### src/hdl/gcq_params.svh
// offsets, field positions, reset value and counts for the command word
`ifndef GCQ_PARAMS_SVH
`define GCQ_PARAMS_SVH

// ---------------------------------------------------------------
// register map
// ---------------------------------------------------------------
`define GCQ_CMD_OFS 8'h00
`define GCQ_ADDR_W 8
`define GCQ_DATA_W 32
`define GCQ_CMD_RESET 32'h0000_0200

// ---------------------------------------------------------------
// fields of the command word
// ---------------------------------------------------------------
`define GCQ_TXQ_LSB 24
`define GCQ_TXQ_MSB 27
`define GCQ_CFGQ_BIT 21
`define GCQ_POLL_LSB 10
`define GCQ_POLL_MSB 13
`define GCQ_MASK_BIT 9
`define GCQ_AR_BIT 0
`define GCQ_MASK_RESET 1'b1

// ---------------------------------------------------------------
// channels, queues and descriptors
// ---------------------------------------------------------------
`define GCQ_NUM_CH 4
`define GCQ_NUM_Q 5
`define GCQ_CFGQ_IDX 3'h4
`define GCQ_HOLD_BIT 30
`define GCQ_SETUP_BITS 16

`endif

### src/hdl/gcq_pkg.sv
// types shared by the global command block
package gcq_pkg;

	typedef enum logic [6:0]
	{
		ST_IDLE = 7'h01,
		ST_AR_NEXT = 7'h02,
		ST_AR_BASE = 7'h04,
		ST_AR_LEN = 7'h08,
		ST_AR_DONE = 7'h10,
		ST_POLL_W0 = 7'h20,
		ST_POLL_W1 = 7'h40
	} gcq_state_t;

	typedef enum logic [1:0]
	{
		FK_QBASE = 2'h0,
		FK_QLEN = 2'h1,
		FK_DESC_W0 = 2'h2,
		FK_DESC_W1 = 2'h3
	} gcq_fetch_t;

endpackage : gcq_pkg

### src/hdl/gcq_global_command.sv
// global command word: queue setup, transmit poll and action request
`timescale 1ns/1ps
`include "gcq_params.svh"

module gcq_global_command #(
	parameter int CHANNELS = `GCQ_NUM_CH,
	parameter int DATA_W = `GCQ_DATA_W
) (
	input wire logic core_clk,
	input wire logic nrst,
	input wire logic regWrite,
	input wire logic regRead,
	input wire logic [`GCQ_ADDR_W-1:0] regAddr,
	input wire logic [3:0] regByteEn,
	input wire logic [31:0] regWrData,
	output logic [31:0] regRdData,
	output logic regRdValid,
	input wire logic dmaControlSchemeSelect,
	input wire logic [`GCQ_SETUP_BITS-1:0] perChannelSetupBits,
	input wire logic [3:0] txHoldSeen,
	output logic fetchReq,
	output logic [1:0] fetchKind,
	output logic [2:0] fetchSel,
	input wire logic fetchAck,
	input wire logic [31:0] fetchData,
	output logic queueSetupValid,
	output logic [2:0] queueSetupIdx,
	output logic [31:0] queueSetupBase,
	output logic [31:0] queueSetupLen,
	output logic channelSetupValid,
	output logic [`GCQ_SETUP_BITS-1:0] channelSetupBits,
	output logic requestDoneSet,
	output logic requestFailedSet,
	output logic requestIrqMask,
	output logic [3:0] txHalted,
	output logic [3:0] txAdvance,
	output logic [31:0] txNextDesc
);

	// ---------------------------------------------------------------
	// parameter check
	// ---------------------------------------------------------------
	generate
		if (CHANNELS != `GCQ_NUM_CH || DATA_W != `GCQ_DATA_W)
		begin : g_bad_param
			$error("gcq_global_command: only four channels, 32-bit data");
		end
	endgenerate

	// lowest set bit of a small mask
	function automatic logic [2:0] gcq_lowest(input logic [4:0] v);
		logic [2:0] idx;
		idx = 3'h0;
		for (int i = 4; i >= 0; i--)
		begin
			if (v[i])
			begin
				idx = 3'(i);
			end
		end
		return idx;
	endfunction : gcq_lowest

	// ---------------------------------------------------------------
	// state
	// ---------------------------------------------------------------
	gcq_pkg::gcq_state_t state_reg, state_next;
	logic [3:0] txQueueSetup_reg, txQueueSetup_next;
	logic configQueueSetup_reg, configQueueSetup_next;
	logic [3:0] pollPend_reg, pollPend_next;
	logic irqMask_reg, irqMask_next;
	logic arPend_reg, arPend_next;
	logic [4:0] work_reg, work_next;
	logic [2:0] cur_reg, cur_next;
	logic failed_reg, failed_next;
	logic holdWord_reg, holdWord_next;
	logic [31:0] rdData_reg, rdData_next;
	logic rdValid_reg, rdValid_next;
	logic fetchReq_reg, fetchReq_next;
	logic [1:0] fetchKind_reg, fetchKind_next;
	logic [2:0] fetchSel_reg, fetchSel_next;
	logic qValid_reg, qValid_next;
	logic [2:0] qIdx_reg, qIdx_next;
	logic [31:0] qBase_reg, qBase_next;
	logic [31:0] qLen_reg, qLen_next;
	logic chValid_reg, chValid_next;
	logic [`GCQ_SETUP_BITS-1:0] chBits_reg, chBits_next;
	logic done_reg, done_next;
	logic fail_reg, fail_next;
	logic [3:0] halted_reg, halted_next;
	logic [3:0] advance_reg, advance_next;
	logic [31:0] nextDesc_reg, nextDesc_next;
	logic cmdHit;

	assign cmdHit = (regAddr == `GCQ_CMD_OFS);

	// ---------------------------------------------------------------
	// next-state logic
	// ---------------------------------------------------------------
	always_comb
	begin
		state_next = state_reg;
		txQueueSetup_next = txQueueSetup_reg;
		configQueueSetup_next = configQueueSetup_reg;
		pollPend_next = pollPend_reg;
		irqMask_next = irqMask_reg;
		arPend_next = arPend_reg;
		work_next = work_reg;
		cur_next = cur_reg;
		failed_next = failed_reg;
		holdWord_next = holdWord_reg;
		rdData_next = rdData_reg;
		rdValid_next = 1'b0;
		fetchReq_next = fetchReq_reg;
		fetchKind_next = fetchKind_reg;
		fetchSel_next = fetchSel_reg;
		qValid_next = 1'b0;
		qIdx_next = qIdx_reg;
		qBase_next = qBase_reg;
		qLen_next = qLen_reg;
		chValid_next = 1'b0;
		chBits_next = chBits_reg;
		done_next = 1'b0;
		fail_next = 1'b0;
		halted_next = halted_reg;
		advance_next = 4'h0;
		nextDesc_next = nextDesc_reg;

		unique case (state_reg)
			gcq_pkg::ST_IDLE:
			begin
				if (arPend_reg)
				begin
					arPend_next = 1'b0;
					// snapshot of flags; clear ones are skipped
					work_next = {configQueueSetup_reg, txQueueSetup_reg};
					chValid_next = 1'b1;
					chBits_next = perChannelSetupBits;
					failed_next = 1'b0;
					state_next = gcq_pkg::ST_AR_NEXT;
				end
				else if (pollPend_reg != 4'h0)
				begin
					cur_next = gcq_lowest({1'b0, pollPend_reg});
					pollPend_next[cur_next[1:0]] = 1'b0;
					fetchReq_next = 1'b1;
					fetchKind_next = gcq_pkg::FK_DESC_W0;
					fetchSel_next = cur_next;
					state_next = gcq_pkg::ST_POLL_W0;
				end
			end
			gcq_pkg::ST_AR_NEXT:
			begin
				if (work_reg == 5'h00)
				begin
					state_next = gcq_pkg::ST_AR_DONE;
				end
				else
				begin
					cur_next = gcq_lowest(work_reg);
					fetchReq_next = 1'b1;
					fetchKind_next = gcq_pkg::FK_QBASE;
					fetchSel_next = cur_next;
					state_next = gcq_pkg::ST_AR_BASE;
				end
			end
			gcq_pkg::ST_AR_BASE:
			begin
				if (fetchAck)
				begin
					qBase_next = fetchData;
					fetchKind_next = gcq_pkg::FK_QLEN;
					state_next = gcq_pkg::ST_AR_LEN;
				end
			end
			gcq_pkg::ST_AR_LEN:
			begin
				if (fetchAck)
				begin
					fetchReq_next = 1'b0;
					work_next[cur_reg] = 1'b0;
					// an empty queue cannot be placed
					if (fetchData == 32'h0000_0000)
					begin
						failed_next = 1'b1;
					end
					else
					begin
						qLen_next = fetchData;
						qIdx_next = cur_reg;
						qValid_next = 1'b1;
					end
					state_next = gcq_pkg::ST_AR_NEXT;
				end
			end
			gcq_pkg::ST_AR_DONE:
			begin
				done_next = ~failed_reg;
				fail_next = failed_reg;
				state_next = gcq_pkg::ST_IDLE;
			end
			gcq_pkg::ST_POLL_W0:
			begin
				if (fetchAck)
				begin
					holdWord_next = fetchData[`GCQ_HOLD_BIT];
					fetchKind_next = gcq_pkg::FK_DESC_W1;
					state_next = gcq_pkg::ST_POLL_W1;
				end
			end
			gcq_pkg::ST_POLL_W1:
			begin
				if (fetchAck)
				begin
					fetchReq_next = 1'b0;
					if (!holdWord_reg)
					begin
						nextDesc_next = fetchData;
						advance_next[cur_reg[1:0]] = 1'b1;
						halted_next[cur_reg[1:0]] = 1'b0;
					end
					state_next = gcq_pkg::ST_IDLE;
				end
			end
		endcase

		// hold seen by the walker; set wins over release
		for (int c = 0; c < `GCQ_NUM_CH; c++)
		begin
			if (txHoldSeen[c] && !dmaControlSchemeSelect)
			begin
				halted_next[c] = 1'b1;
			end
		end

		// register writes; a new request wins over its capture
		if (regWrite && cmdHit)
		begin
			if (regByteEn[3])
			begin
				txQueueSetup_next =
					regWrData[`GCQ_TXQ_MSB:`GCQ_TXQ_LSB];
			end
			if (regByteEn[2])
			begin
				configQueueSetup_next = regWrData[`GCQ_CFGQ_BIT];
			end
			if (regByteEn[1])
			begin
				irqMask_next = regWrData[`GCQ_MASK_BIT];
				for (int c = 0; c < `GCQ_NUM_CH; c++)
				begin
					// only in hold mode and only while halted
					if (regWrData[`GCQ_POLL_LSB + c] && !dmaControlSchemeSelect
						&& halted_reg[c])
					begin
						pollPend_next[c] = 1'b1;
					end
				end
			end
			if (regByteEn[0] && regWrData[`GCQ_AR_BIT])
			begin
				arPend_next = 1'b1;
			end
		end

		// reads; unused bits and other offsets give zero
		if (regRead)
		begin
			rdValid_next = 1'b1;
			rdData_next = 32'h0000_0000;
			if (cmdHit)
			begin
				rdData_next[`GCQ_TXQ_MSB:`GCQ_TXQ_LSB] = txQueueSetup_reg;
				rdData_next[`GCQ_CFGQ_BIT] = configQueueSetup_reg;
				rdData_next[`GCQ_POLL_MSB:`GCQ_POLL_LSB] = pollPend_reg;
				rdData_next[`GCQ_MASK_BIT] = irqMask_reg;
				rdData_next[`GCQ_AR_BIT] = arPend_reg;
			end
		end
	end

	// ---------------------------------------------------------------
	// registers
	// ---------------------------------------------------------------
	always_ff @(posedge core_clk or negedge nrst)
	begin
		if (!nrst)
		begin
			state_reg <= gcq_pkg::ST_IDLE;
			txQueueSetup_reg <= 4'h0;
			configQueueSetup_reg <= 1'b0;
			pollPend_reg <= 4'h0;
			irqMask_reg <= `GCQ_MASK_RESET;
			arPend_reg <= 1'b0;
			work_reg <= 5'h00;
			cur_reg <= 3'h0;
			failed_reg <= 1'b0;
			holdWord_reg <= 1'b0;
			rdData_reg <= 32'h0000_0000;
			rdValid_reg <= 1'b0;
			fetchReq_reg <= 1'b0;
			fetchKind_reg <= 2'h0;
			fetchSel_reg <= 3'h0;
			qValid_reg <= 1'b0;
			qIdx_reg <= 3'h0;
			qBase_reg <= 32'h0000_0000;
			qLen_reg <= 32'h0000_0000;
			chValid_reg <= 1'b0;
			chBits_reg <= 16'h0000;
			done_reg <= 1'b0;
			fail_reg <= 1'b0;
			halted_reg <= 4'h0;
			advance_reg <= 4'h0;
			nextDesc_reg <= 32'h0000_0000;
		end
		else
		begin
			state_reg <= state_next;
			txQueueSetup_reg <= txQueueSetup_next;
			configQueueSetup_reg <= configQueueSetup_next;
			pollPend_reg <= pollPend_next;
			irqMask_reg <= irqMask_next;
			arPend_reg <= arPend_next;
			work_reg <= work_next;
			cur_reg <= cur_next;
			failed_reg <= failed_next;
			holdWord_reg <= holdWord_next;
			rdData_reg <= rdData_next;
			rdValid_reg <= rdValid_next;
			fetchReq_reg <= fetchReq_next;
			fetchKind_reg <= fetchKind_next;
			fetchSel_reg <= fetchSel_next;
			qValid_reg <= qValid_next;
			qIdx_reg <= qIdx_next;
			qBase_reg <= qBase_next;
			qLen_reg <= qLen_next;
			chValid_reg <= chValid_next;
			chBits_reg <= chBits_next;
			done_reg <= done_next;
			fail_reg <= fail_next;
			halted_reg <= halted_next;
			advance_reg <= advance_next;
			nextDesc_reg <= nextDesc_next;
		end
	end

	// ---------------------------------------------------------------
	// outputs
	// ---------------------------------------------------------------
	assign regRdData = rdData_reg;
	assign regRdValid = rdValid_reg;
	assign fetchReq = fetchReq_reg;
	assign fetchKind = fetchKind_reg;
	assign fetchSel = fetchSel_reg;
	assign queueSetupValid = qValid_reg;
	assign queueSetupIdx = qIdx_reg;
	assign queueSetupBase = qBase_reg;
	assign queueSetupLen = qLen_reg;
	assign channelSetupValid = chValid_reg;
	assign channelSetupBits = chBits_reg;
	assign requestDoneSet = done_reg;
	assign requestFailedSet = fail_reg;
	assign requestIrqMask = irqMask_reg;
	assign txHalted = halted_reg;
	assign txAdvance = advance_reg;
	assign txNextDesc = nextDesc_reg;

endmodule : gcq_global_command

### config.mk
export PLATFORM = sky130hd
export DESIGN_NAME = gcq_global_command
export DESIGN_NICKNAME = d
export VERILOG_FILES = /design/src/hdl/gcq_pkg.sv /design/src/hdl/gcq_global_command.sv
export VERILOG_INCLUDE_DIRS = /design/src /design/src/hdl
export SDC_FILE = /design/constraint.sdc
export NUM_CORES = 1
export LEC_CHECK = 0
export BUFFER_PORTS_ARGS = -buffer_cell sky130_fd_sc_hd__clkbuf_2
export CORE_MARGIN = 1.5
export CORE_UTILIZATION = 45
export DETAILED_ROUTE_END_ITERATION = 16
export HOLD_SLACK_MARGIN = 0.15
export PLACE_DENSITY = 0.81
export SLEW_MARGIN = 5
export SYNTH_ARGS = -nofsm -noshare
export SYNTH_HDL_FRONTEND = slang
export SYNTH_SLANG_ARGS = --single-unit
### constraint.sdc
create_clock -name core_clk -period 1.9 [get_ports core_clk]
set_input_delay 0 -clock core_clk [delete_from_list [all_inputs] [get_ports core_clk]]
set_output_delay 0 -clock core_clk [all_outputs]
set_load 0.1 [all_outputs]
==> flow_metrics.tcl <==
set metrics [dict create \
    worstSetupPathType "input port to flop" \
    yosys.area_share.adder 0 \
    grt_usage 0.224 \
    tightest_slew_ns 0.591 \
    vias_per_cell 5.08 \
    drc 0 \
    skew_ns 0.00902 \
    synth_top_flop_cell "dfrtp_1" \
    yosys.cell_types.count 49 \
    p_total_w 0.0140 \
    yosys.area.top_type "dfrtp_1" \
    yosysSeqAreaShare 0.589 \
    vias 5434 \
    peakVddDrop_v 0.00144 \
    syn_inst 514 \
    antenna_left 0 \
    place_area_um2 8640 \
    regArea_um2 4260 \
    max-cap-violations 0 \
    dr.pass1.iters 4 \
    cp-start-kind "input port" \
    routed_wl_mm 19.0 \
    setup_tns_ns 0 \
    timing.fmax_ghz 0.533 \
    crit_buf_inv 5 \
    fin_crit_sh 0.988 \
    cp_max_fo 20 \
    grt_max_degree 70 \
    synth_area_per_cell_um2 14.1 \
    io_buffers 226 \
    synthTopCellsByArea "dfrtp_1 (58%), mux2_2 (15%), mux2_4 (6.0%)" \
    finalHoldViolCount 0 \
    synth-xor-area-share 0.00727 \
    die_w_um 130 \
    post-route-cell-area_um2 10100 \
    cp.required_ns 2.21 \
    synth_top_family_by_area "multiplexers" \
    end_kind "flop" \
    grt_pass1_vias 5551 \
    cts_num_sinks 170 \
    multi_input_area_um2 2720 \
    numCtsBuffers 17 \
    cts_tree "yes" \
    die_h_um 130 \
    first_iter_violations 212 \
    die_area_um2 16800 \
    routabilityCongestion 0.784 \
    coreArea_um2 15800 \
    num_rows 46 \
    p_leak_nw 5.28 \
    initial_core_util 0.458 \
    antenna_cells 0 \
    grt_pass1_wl_mm 28.7 \
    routedWlPerCell_um 17.7 \
    synth-compound-area-share 0.0552 \
    status "finished clean" \
    clkTransAtPathRegs_ns 0.06 \
    synth_enable_flop_cells 0 \
    setup_viol 0 \
    synthSimpleGateAreaFrac 0.0770 \
    syn_area_um2 7230 \
    clockRootBuffer "clkbuf_16" \
    ys_seq_elements 170 \
    clock_latency_ns 0.42 \
    pwr_density_cell_nw_per_um2 1390 \
    final.min_clock_period_ns 1.88 \
    hp-class "input port to flop" \
    crit_slowest_cell "dlygate4sd3_1" \
    fill_cells 1171 \
    hpwl_mm 12.2 \
    htreeDepth 4 \
    path_delay_family "buffers and inverters" \
    antenna_found_initial 0 \
    io_pins 269 \
    maxSlewHeadroom 0.608 \
    finalNetCount 943 \
    final-max-slew-violation-count 0 \
    cp_cell_sequence "dlygate4sd3_1, clkbuf_2, nor4_1, buf_4, nand4_1, buf_4, o21bai_4, buf_12, mux2_2" \
    grt_overflow 0 \
    area_growth_pct 39.3 \
    async_flop_share 1.00 \
    layout-drive-gt1-share 0.505 \
    clk_path_buf_depth 2 \
    max_stage_delay_ns 0.54 \
    synth.area.mux_share 0.217 \
    cp_data_arrival_time_ns 2.19 \
    yosysTopAreaCellShare 0.582 \
    ys_warn_count 0 \
    crit_path_frequent_cell "buf_4" \
]
[tightest hold or removal path: stages]
cell and delay (ns):
clkbuf_2 0.09, nor4_2 0.05, nand4_1 0.18, or3_2 0.16, a21oi_1 0.06
[layout by cell type, fill, tap and decap left out, drive strengths merged, types with 5 or more instances in the layout]
| cell | netlist | routed |
|---|---|---|
| a22o | 11 | 11 |
| mux2i | 6 | 6 |
| buf | 40 | 31 |
| nand4 | 6 | 6 |
| o21ai | 17 | 17 |
| nor3 | 10 | 10 |
| nor2 | 16 | 16 |
| nand3 | 8 | 8 |
| clkinv | 0 | 6 |
| inv | 15 | 18 |
| a21oi | 5 | 5 |
| dfrtp | 168 | 168 |
| dlygate4sd3 | 0 | 78 |
| nor4b | 5 | 5 |
| clkbuf | 6 | 244 |
| mux2 | 124 | 124 |
| xor2 | 6 | 6 |
| conb | 1 | 21 |
| nand2 | 14 | 14 |
| nor4 | 13 | 13 |
[metal layers]
| layer | global-route usage | share of wire | up-vias |
|---|---|---|---|
| met5 | 0 | 0 | - |
| li1 | - | - | 2468 |
| met3 | 0.0804 | 0.082 | 16 |
| met2 | 0.380 | 0.51 | 228 |
| met4 | 0.0595 | 0.0099 | 0 |
| met1 | 0.271 | 0.40 | 2722 |
[synth_stat cells (3+ instances only)]
cell,n
a21oi_1,5
a22o_1,11
a32o_1,3
buf_12,3
buf_2,12
buf_4,23
clkbuf_1,6
dfrtp_1,168
inv_1,15
mux2_2,95
mux2_4,29
mux2i_1,6
nand2_1,14
nand2b_1,4
nand3_1,6
nand4_1,5
nor2_1,16
nor2b_1,3
nor3_1,7
nor4_1,13
nor4b_1,3
o211ai_1,4
o21ai_0,17
o21bai_1,4
xor2_1,6
[power breakdown]
part	internal [W]	leakage (nW)	switching, W
clock network	0.00195	0.280	0.00145
logic	0.00122	2.80	0.00477
registers	0.00419	2.20	0.000454
total	0.00736	5.28	0.00667
[metrics by stage]
stage          worst slack [ns]  cells   util  hold slack [ns]
6_report                 0.0234   1070  0.639            0.163
5_1_grt                 -0.0993   1070  0.639            0.172
4_1_cts                 0.00772   1068  0.634            0.179
3_5_place_dp             0.0406    958  0.548          0.00859
3_3_place_gp             0.0415    958  0.548        0.0000264
2_1_floorplan            0.0907    534      -           -0.296
[logic make-up after synthesis]
logic type             Yosys count
flip-flops                     170
AO/OA/AOI/OAI                   57
buffers and inverters           61
AND/OR/NAND/NOR                 89
multiplexers                   130
other                            1
XOR/XNOR                         6
[area by class of cell]
cell class	count	share of cell area
Tap cell	216	0.0268
Inverter	15	0.00559
Clock inverter	13	0.0144
Multi-Input combinational cell	303	0.270
Timing Repair Buffer	334	0.218
Clock buffer	19	0.0430
Sequential cell	170	0.423
[what timing repair did]
item,4_1_cts,5_1_grt
buffers inserted,0,2
setup endpoints to repair,0,62
hold buffers,78,0
gates resized for setup,0,9
endpoints found under the hold margin,316,0
[final timing paths]
kind,slack [ns],endpoint,start,depth (start not counted)
max reg2reg,0.10,queueSetupBase[3],state_reg[5],5
min,0.16,failed_reg,fetchData[16],5
min in group asynchronous,0.70,queueSetupLen[23],nrst,3
min reg2reg,0.43,requestDoneSet,failed_reg,1
max,0.02,queueSetupLen[3],fetchData[15],9
max in group asynchronous,0.45,txNextDesc[14],nrst,4
Note: power is estimated with default switching activity, not from simulation.
